$ cat config.mk
export PLATFORM = sky130hd
export DESIGN_NAME = sacl_ctrl
export DESIGN_NICKNAME = d
export VERILOG_FILES = /design/src/verilog/sacl_pkg.sv /design/src/verilog/sacl_tick.sv /design/src/verilog/sacl_ctrl.sv
export VERILOG_INCLUDE_DIRS = /design/src /design/src/verilog
export SDC_FILE = /design/constraint.sdc
export NUM_CORES = 1
export LEC_CHECK = 0
export BUFFER_PORTS_ARGS = -buffer_cell sky130_fd_sc_hd__buf_2
export CAP_MARGIN = 40
export CORE_UTILIZATION = 51
export CTS_BUF_LIST = sky130_fd_sc_hd__clkbuf_4
export DETAILED_ROUTE_END_ITERATION = 8
export PLACE_DENSITY_LB_ADDON = 0.1
export SLEW_MARGIN = 5
export SYNTH_ARGS = -nofsm -noshare
export SYNTH_HDL_FRONTEND = slang
export SYNTH_SLANG_ARGS = --single-unit
$ cat constraint.sdc
create_clock -name pclk -period 5.8 [get_ports pclk]
set_clock_uncertainty 0.05 [all_clocks]
set_input_delay 0.29 -clock pclk [delete_from_list [all_inputs] [get_ports pclk]]
set_output_delay 0.29 -clock pclk [all_outputs]
set_load 0.1 [all_outputs]
$ cat src/verilog/sacl_defines.svh
// Register map, field positions and timing in ns of the attenuator controller
`ifndef SACL_DEFINES_SVH
`define SACL_DEFINES_SVH
`define SACL_ADDR_CTRL 12'h000
`define SACL_ADDR_SET 12'h004
`define SACL_ADDR_STAT 12'h008
`define SACL_CTRL_DIRECT 0
`define SACL_CTRL_GO 1
`define SACL_SET_W 4
`define SACL_STEP_MAX 4'hb
`define SACL_STEP_8DB 4'h4
`define SACL_STEP_16DB 4'h8
`define SACL_CODE_MAX 4'hf
`define SACL_SETUP_NS 20
`define SACL_PULSE_NS 20
`define SACL_HOLD_NS 20
`define SACL_CLK_NS 8
`endif

$ cat src/verilog/sacl_pkg.sv
// Types shared by the attenuator controller files
package sacl_pkg;
  typedef enum logic [4:0] {
    SACL_IDLE = 5'b00001,
    SACL_SETUP = 5'b00010,
    SACL_PULSE = 5'b00100,
    SACL_HOLD = 5'b01000,
    SACL_DIR = 5'b10000
  } sacl_state_type;
endpackage

$ cat src/verilog/sacl_tick.sv
// Cycle counter giving a one-cycle done pulse after a loaded count
`timescale 1ns/1ns
module sacl_tick #(
  parameter int W = 4
) (
  input wire logic pclk,
  input wire logic presetn,
  input wire logic start,
  input wire logic [W-1:0] count,
  output logic done
);
  logic [W-1:0] cnt_ff;
  logic run_ff;
  wire last = run_ff && (cnt_ff == '0);
  assign done = last;
  always_ff @(posedge pclk or negedge presetn)
  begin
    if (!presetn)
    begin
      cnt_ff <= '0;
      run_ff <= 1'b0;
    end
    else if (start)
    begin
      cnt_ff <= count;
      run_ff <= 1'b1;
    end
    else if (last)
      run_ff <= 1'b0;
    else if (run_ff)
      cnt_ff <= cnt_ff - 1'b1;
  end
endmodule

$ cat src/verilog/sacl_ctrl.sv
// APB controller driving the parallel attenuator control and latch pins
`timescale 1ns/1ns
`include "sacl_defines.svh"
module sacl_ctrl (
  input wire logic pclk,
  input wire logic presetn,
  input wire logic psel,
  input wire logic penable,
  input wire logic pwrite,
  input wire logic [11:0] paddr,
  input wire logic [31:0] pwdata,
  output logic [31:0] prdata,
  output logic pready,
  output logic pslverr,
  output logic weight_2db_ctl,
  output logic weight_4db_ctl,
  output logic weight_8db_ctl_a,
  output logic weight_8db_ctl_b,
  output logic latch_load_enable
);
  // ------------------------------------------------------------------
  // Timing counts
  // ------------------------------------------------------------------
  localparam int SETUP_CYC =
    (`SACL_SETUP_NS + `SACL_CLK_NS - 1) / `SACL_CLK_NS;
  localparam int PULSE_CYC =
    (`SACL_PULSE_NS + `SACL_CLK_NS - 1) / `SACL_CLK_NS;
  localparam int HOLD_CYC =
    (`SACL_HOLD_NS + `SACL_CLK_NS - 1) / `SACL_CLK_NS;

  // Step count (0..11) to pin code, 8 dB input a first
  function automatic logic [3:0] step_to_code(input logic [3:0] step);
    logic [3:0] s;
    logic [3:0] c;
    s = (step > `SACL_STEP_MAX) ? `SACL_STEP_MAX : step;
    c = {2'b00, s[1:0]};
    if (s >= `SACL_STEP_16DB)
      c[3:2] = 2'b11;
    else if (s >= `SACL_STEP_8DB)
      c[2] = 1'b1;
    return c;
  endfunction

  // ------------------------------------------------------------------
  // Registers
  // ------------------------------------------------------------------
  logic direct_ff;
  logic [3:0] step_ff;
  logic [3:0] code_ff;
  logic load_en_ff;
  logic [3:0] applied_ff;
  logic [31:0] prdata_ff;
  sacl_pkg::sacl_state_type st_ff;
  sacl_pkg::sacl_state_type nxt_st;
  logic go_ff;

  wire acc = psel && penable;
  wire wr = acc && pwrite;
  wire hit_ctrl = (paddr == `SACL_ADDR_CTRL);
  wire hit_set = (paddr == `SACL_ADDR_SET);
  wire hit_stat = (paddr == `SACL_ADDR_STAT);
  wire mapped = hit_ctrl || hit_set || hit_stat;
  wire busy = (st_ff == sacl_pkg::SACL_SETUP) ||
    (st_ff == sacl_pkg::SACL_PULSE) || (st_ff == sacl_pkg::SACL_HOLD);
  wire [3:0] new_code = step_to_code(step_ff);
  wire [31:0] rd_val = hit_ctrl ? {30'h0, go_ff, direct_ff} :
    hit_set ? {28'h0, step_ff} :
    hit_stat ? {23'h0, busy, load_en_ff, 3'h0, applied_ff} : 32'h0;

  assign pready = 1'b1;
  assign pslverr = acc && !mapped;
  assign prdata = prdata_ff;
  assign {weight_8db_ctl_b, weight_8db_ctl_a, weight_4db_ctl,
    weight_2db_ctl} = code_ff;
  assign latch_load_enable = load_en_ff;

  logic tick_start;
  logic [2:0] tick_cnt;
  logic tick_done;
  sacl_tick #(.W(3)) u_tick (
    .pclk(pclk),
    .presetn(presetn),
    .start(tick_start),
    .count(tick_cnt),
    .done(tick_done)
  );

  // ------------------------------------------------------------------
  // Sequencer
  // ------------------------------------------------------------------
  always_comb
  begin
    nxt_st = st_ff;
    tick_start = 1'b0;
    tick_cnt = 3'(SETUP_CYC - 1);
    case (st_ff)
      sacl_pkg::SACL_IDLE:
        if (direct_ff)
          nxt_st = sacl_pkg::SACL_DIR;
        else if (go_ff)
        begin
          nxt_st = sacl_pkg::SACL_SETUP;
          tick_start = 1'b1;
        end
      sacl_pkg::SACL_SETUP:
        if (tick_done)
        begin
          nxt_st = sacl_pkg::SACL_PULSE;
          tick_start = 1'b1;
          tick_cnt = 3'(PULSE_CYC - 1);
        end
      sacl_pkg::SACL_PULSE:
        if (tick_done)
        begin
          nxt_st = sacl_pkg::SACL_HOLD;
          tick_start = 1'b1;
          tick_cnt = 3'(HOLD_CYC - 1);
        end
      sacl_pkg::SACL_HOLD:
        if (tick_done)
          nxt_st = sacl_pkg::SACL_IDLE;
      // Leave through a hold so the code stands after the enable falls
      sacl_pkg::SACL_DIR:
        if (!direct_ff)
        begin
          nxt_st = sacl_pkg::SACL_HOLD;
          tick_start = 1'b1;
          tick_cnt = 3'(HOLD_CYC - 1);
        end
      default:
        nxt_st = sacl_pkg::SACL_IDLE;
    endcase
  end

  wire nxt_load_en = (st_ff == sacl_pkg::SACL_DIR) ||
    (st_ff == sacl_pkg::SACL_PULSE);
  // Direct mode follows SET only once the enable stands high
  wire load_code = (nxt_st == sacl_pkg::SACL_SETUP) ||
    ((st_ff == sacl_pkg::SACL_DIR) && load_en_ff);
  wire go_set = wr && hit_ctrl && pwdata[`SACL_CTRL_GO];
  wire go_clr = (nxt_st == sacl_pkg::SACL_SETUP);
  // Read data taken in the setup cycle, so it stands at the access edge
  wire rd_setup = psel && !penable && !pwrite;

  // ------------------------------------------------------------------
  // Register file
  // ------------------------------------------------------------------
  always_ff @(posedge pclk or negedge presetn)
  begin
    if (!presetn)
      direct_ff <= 1'b0;
    else if (wr && hit_ctrl)
      direct_ff <= pwdata[`SACL_CTRL_DIRECT];
  end

  always_ff @(posedge pclk or negedge presetn)
  begin
    if (!presetn)
      step_ff <= `SACL_STEP_MAX;
    else if (wr && hit_set)
      step_ff <= pwdata[`SACL_SET_W-1:0];
  end

  always_ff @(posedge pclk or negedge presetn)
  begin
    if (!presetn)
      go_ff <= 1'b0;
    else if (go_set)
      go_ff <= 1'b1;
    else if (go_clr)
      go_ff <= 1'b0;
  end

  always_ff @(posedge pclk or negedge presetn)
  begin
    if (!presetn)
      prdata_ff <= 32'h0;
    else if (rd_setup)
      prdata_ff <= rd_val;
  end

  // ------------------------------------------------------------------
  // Pin sequencing registers
  // ------------------------------------------------------------------
  always_ff @(posedge pclk or negedge presetn)
  begin
    if (!presetn)
      st_ff <= sacl_pkg::SACL_IDLE;
    else
      st_ff <= nxt_st;
  end

  always_ff @(posedge pclk or negedge presetn)
  begin
    if (!presetn)
      load_en_ff <= 1'b0;
    else
      load_en_ff <= nxt_load_en;
  end

  always_ff @(posedge pclk or negedge presetn)
  begin
    if (!presetn)
      code_ff <= `SACL_CODE_MAX;
    else if (load_code)
      code_ff <= new_code;
  end

  always_ff @(posedge pclk or negedge presetn)
  begin
    if (!presetn)
      applied_ff <= `SACL_CODE_MAX;
    else if (load_en_ff)
      applied_ff <= code_ff;
  end
endmodule

==> impl_summary.log <==
[metrics] final std cell area, no fill: ~1900 µm²
[metrics] pin count of the biggest net entering global routing: 31
[metrics] number of max-slew violations in the final report: 0
[metrics] Synth cell types: 42
[metrics] wire length reported by the detailed router: 3.27 mm
[metrics] routed length per instance: roughly 13 µm
[metrics] Clk pin slew, worst setup/hold paths: around 90 ps
[metrics] CP bufs+invs: 1
[metrics] post-layout min period: 2000 ps
[metrics] Most used DFF post-synth: sky130_fd_sc_hd__dfrtp_1
[metrics] number of fill cells in the layout: between 200 and 300
[metrics] I/O pin total: 88
[metrics] grt peak-use layer: met2
[metrics] final-layout setup total negative slack: 0 ps
[metrics] number of DRC markers in iteration 0: 36
[metrics] global-route wire length before repair: roughly 5.2 mm
[metrics] final hold slack: ~140 ps
[metrics] count of endpoints failing hold in the final timing report: 0
[metrics] die extent in x: 61.0 µm
[metrics] WP data required: ~6000 ps
[metrics] IO Port Bufs: 32
[metrics] effective utilization at floorplan: between 50% and 60%
[metrics] actual slew at the worst max-slew pin: between 600 and 700 ps
[metrics] number of nets in the final layout: about 260
[metrics] library cell with the largest summed area after synthesis: sky130_fd_sc_hd__dfrtp_1
[metrics] area delta synth->final: 8.03%
[metrics] sequential cell area fraction in the yosys report: between 40% and 50%
[metrics] power density relative to cell area: around 270 nW/µm²
[metrics] fraction of final layout cells with drive strength greater than 1: 32.2%
[metrics] launch point of the worst path: u_tick.cnt_ff[0]
[metrics] area share of the largest cell type after synthesis: 25.4%
[metrics] Detail Route Antenna Nets: 0
[metrics] leading cell type by number of instances after synthesis: sky130_fd_sc_hd__buf_4
[metrics] DIE HEIGHT: 61.0 µm
[metrics] Post-Route Utilization: 57.5%
[metrics] fmax: 500 MHz
[metrics] Crit path max-delay family: adder cells
[metrics] total power of the final layout: 0.511 mW
[metrics] critical path launch point type: flip-flop
[metrics] worst-case headroom to the max-slew limit: between 50 and 60%
[metrics] largest cells by area after synthesis: sky130_fd_sc_hd__dfrtp_1, sky130_fd_sc_hd__dfstp_2, sky130_fd_sc_hd__buf_4
[metrics] DRT Pass-1 Iters: 4
[metrics] number of warnings printed during yosys synthesis: 0
[metrics] most frequent cell on the critical path: sky130_fd_sc_hd__ha_1
[metrics] met1 demand-to-capacity share in global routing: 27.7%
[metrics] share of the clock period used by the worst path after layout: 34.5%
[metrics] TritonCTS clock tree: yes
[metrics] cts bufs inserted: 5
[metrics] HPWL reported at the end of detailed placement: between 2 and 2.5 mm
[metrics] Avg Synthesized Cell Area: 10.2 µm²
[metrics] total global-route track usage: roughly 20%
[metrics] synthesized area: 1780 µm²
[metrics] proportion of register bits with asynchronous set or reset after synthesis: 100%
[metrics] pre-CTS setup slack: roughly 3800 ps
[metrics] number of placement rows: 21
[metrics] global placement routability congestion: 0.758
[metrics] critical path start-end classification: flip-flop to flip-flop
[metrics] met2 GRT Util: a little under 30%
[metrics] largest driver fanout on the critical path: 5
[metrics] total setup violations reported at the end of the flow: 0
[metrics] detail-routed via count per cell: around 5.1
[metrics] reg2reg start: u_tick.cnt_ff[0]
[metrics] final routed DRC violation total: 0
[metrics] clock latency on the worst-skew pair: between 300 and 400 ps
[metrics] leakage component of the power: between 0.9 and 1 nW
[metrics] die area: ~3700 µm²
[metrics] class of the worst hold path: input pin to flip-flop
[metrics] status: complete, no violations
[metrics] number of antenna violations at the first check in global routing: 0
[metrics] Max Buffers Root-to-Sink: 2
[metrics] ant diodes: 0
[metrics] post-placement cell area: between 1500 and 2000 µm²
[metrics] Slowest-stage cell, CP: sky130_fd_sc_hd__dfrtp_1
[metrics] core outline area: 3340 µm²
[metrics] fin worst setup slack: roughly 3800 ps
[metrics] type of element capturing the critical path: flip-flop
[metrics] Arrival @ worst endpoint: about 2200 ps
[metrics] unrepaired setup endpoints after global routing: no
[metrics] synthesis-stage register bit count: 30
[metrics] worst hold start: pwdata[3]
[metrics] worst-case vdd ir drop: about 0.15 mV
[metrics] number of sinks handled by clock tree synthesis: 30
[metrics] placed cell count: between 200 and 250
[metrics] via count: 1294
[metrics] met3 Resource Use GR: between 6 and 7%
[metrics] non-filler instance count after layout: ~250
[metrics] maximum level of the CTS H-tree: 2
[metrics] Gate Count Post-Synth: between 150 and 200
[metrics] clock tree root driver cell: sky130_fd_sc_hd__clkbuf_4
[metrics] top cells by count, synth: sky130_fd_sc_hd__buf_4, sky130_fd_sc_hd__dfrtp_1, sky130_fd_sc_hd__dfstp_2
[metrics] Remaining Overflow, GRT: 0
[metrics] vias in the first global route: roughly 1100
[metrics] peak per-stage delay on the critical path: ~370 ps
[metrics] Post-synth EDFFs: 0
[metrics] max-capacitance violation count: 0
[metrics] crit path cell chain: inv_1 > ha_1 > ha_1 > a211o_1 > nor4_2 > nor3_2 > mux2_4
==> worst register-to-register path: stages (launching register included) <==
cell	delay, ps
sky130_fd_sc_hd__dfrtp_1	370
sky130_fd_sc_hd__inv_1	50
sky130_fd_sc_hd__ha_1	190
sky130_fd_sc_hd__ha_1	220
sky130_fd_sc_hd__a211o_1	320
sky130_fd_sc_hd__nor4_2	270
sky130_fd_sc_hd__nor3_2	150
sky130_fd_sc_hd__mux2_4	310
==> logic make-up (layout without fill, tap and decap cells) <==
group	after synthesis	after routing	synth area share [%]
compound gates	25	25	10.0
buf+inv	40	48	14.6
simple gates	58	58	19.7
mux	13	13	8.31
xor+xnor	5	5	2.47
flops	30	30	43.1
fa+ha+maj	2	2	1.41
other cells	2	27	0.423
==> path summary, 6_finish.rpt <==
| path | endpoint | cells past startpoint | slack [ps] |
|---|---|---|---|
| min | step_ff[3] | 2 | 140 |
| min reg2reg | code_ff[1] | 2 | 440 |
| max | code_ff[3] | 7 | 3800 |
| max in group asynchronous | u_tick.cnt_ff[2] | 2 | 4820 |
| min in group asynchronous | st_ff[2] | 2 | 450 |
| max reg2reg | code_ff[3] | 7 | 3800 |
==> repair_timing <==
action	4_1_cts	5_1_grt
hold buffers	1	0
endpoints found under the hold margin	18	0
setup buffers	0	0
resized for setup	0	0
==> sequential cells by signal, summed over array words and instances (netlist names) <==
register	flops
latch_load_enable	1
code_ff	4
applied_ff	4
direct_ff	1
go_ff	1
st_ff	5
u_tick.run_ff	1
u_tick.cnt_ff	3
prdata	6
step_ff	4
==> cells in the final DEF, fill, tap and decap left out, types with 3 or more instances in the layout <==
master	n
sky130_fd_sc_hd__a211o_1	4
sky130_fd_sc_hd__a21oi_1	6
sky130_fd_sc_hd__and2_1	6
sky130_fd_sc_hd__and3_1	5
sky130_fd_sc_hd__buf_2	32
sky130_fd_sc_hd__clkbuf_4	6
sky130_fd_sc_hd__conb_1	27
sky130_fd_sc_hd__dfrtp_1	18
sky130_fd_sc_hd__dfstp_2	12
sky130_fd_sc_hd__inv_1	7
sky130_fd_sc_hd__mux2_2	10
sky130_fd_sc_hd__nand2_1	7
sky130_fd_sc_hd__nor2_1	10
sky130_fd_sc_hd__nor2b_1	3
sky130_fd_sc_hd__nor3_1	3
sky130_fd_sc_hd__nor4_1	7
sky130_fd_sc_hd__o21ai_0	3
sky130_fd_sc_hd__xor2_1	3
==> layer usage <==
metal	share of wire, %	vias up
li1	-	628
met1	48	630
met2	47	30
met3	3.7	6
met4	1.3	0
met5	0	-
==> report_power, final <==
part / switching, mW / total (mW) / internal [mW]
registers: 0.0149 / 0.240 / 0.225
logic: 0.114 / 0.147 / 0.0335
clock network: 0.0738 / 0.124 / 0.0501
==> cell type report <==
cell class / instances / area [µm²] / share of cell area, %
tap: 46 / 57.6 / 3.00
sequential: 30 / 766 / 39.9
inverter: 7 / 26.3 / 1.37
multi-input combinational: 130 / 846 / 44.1
clock inverter: 2 / 8.76 / 0.456
clock buffer: 6 / 45.0 / 2.35
timing repair buffer: 33 / 170 / 8.87
Note: power is estimated with default switching activity, not from simulation.
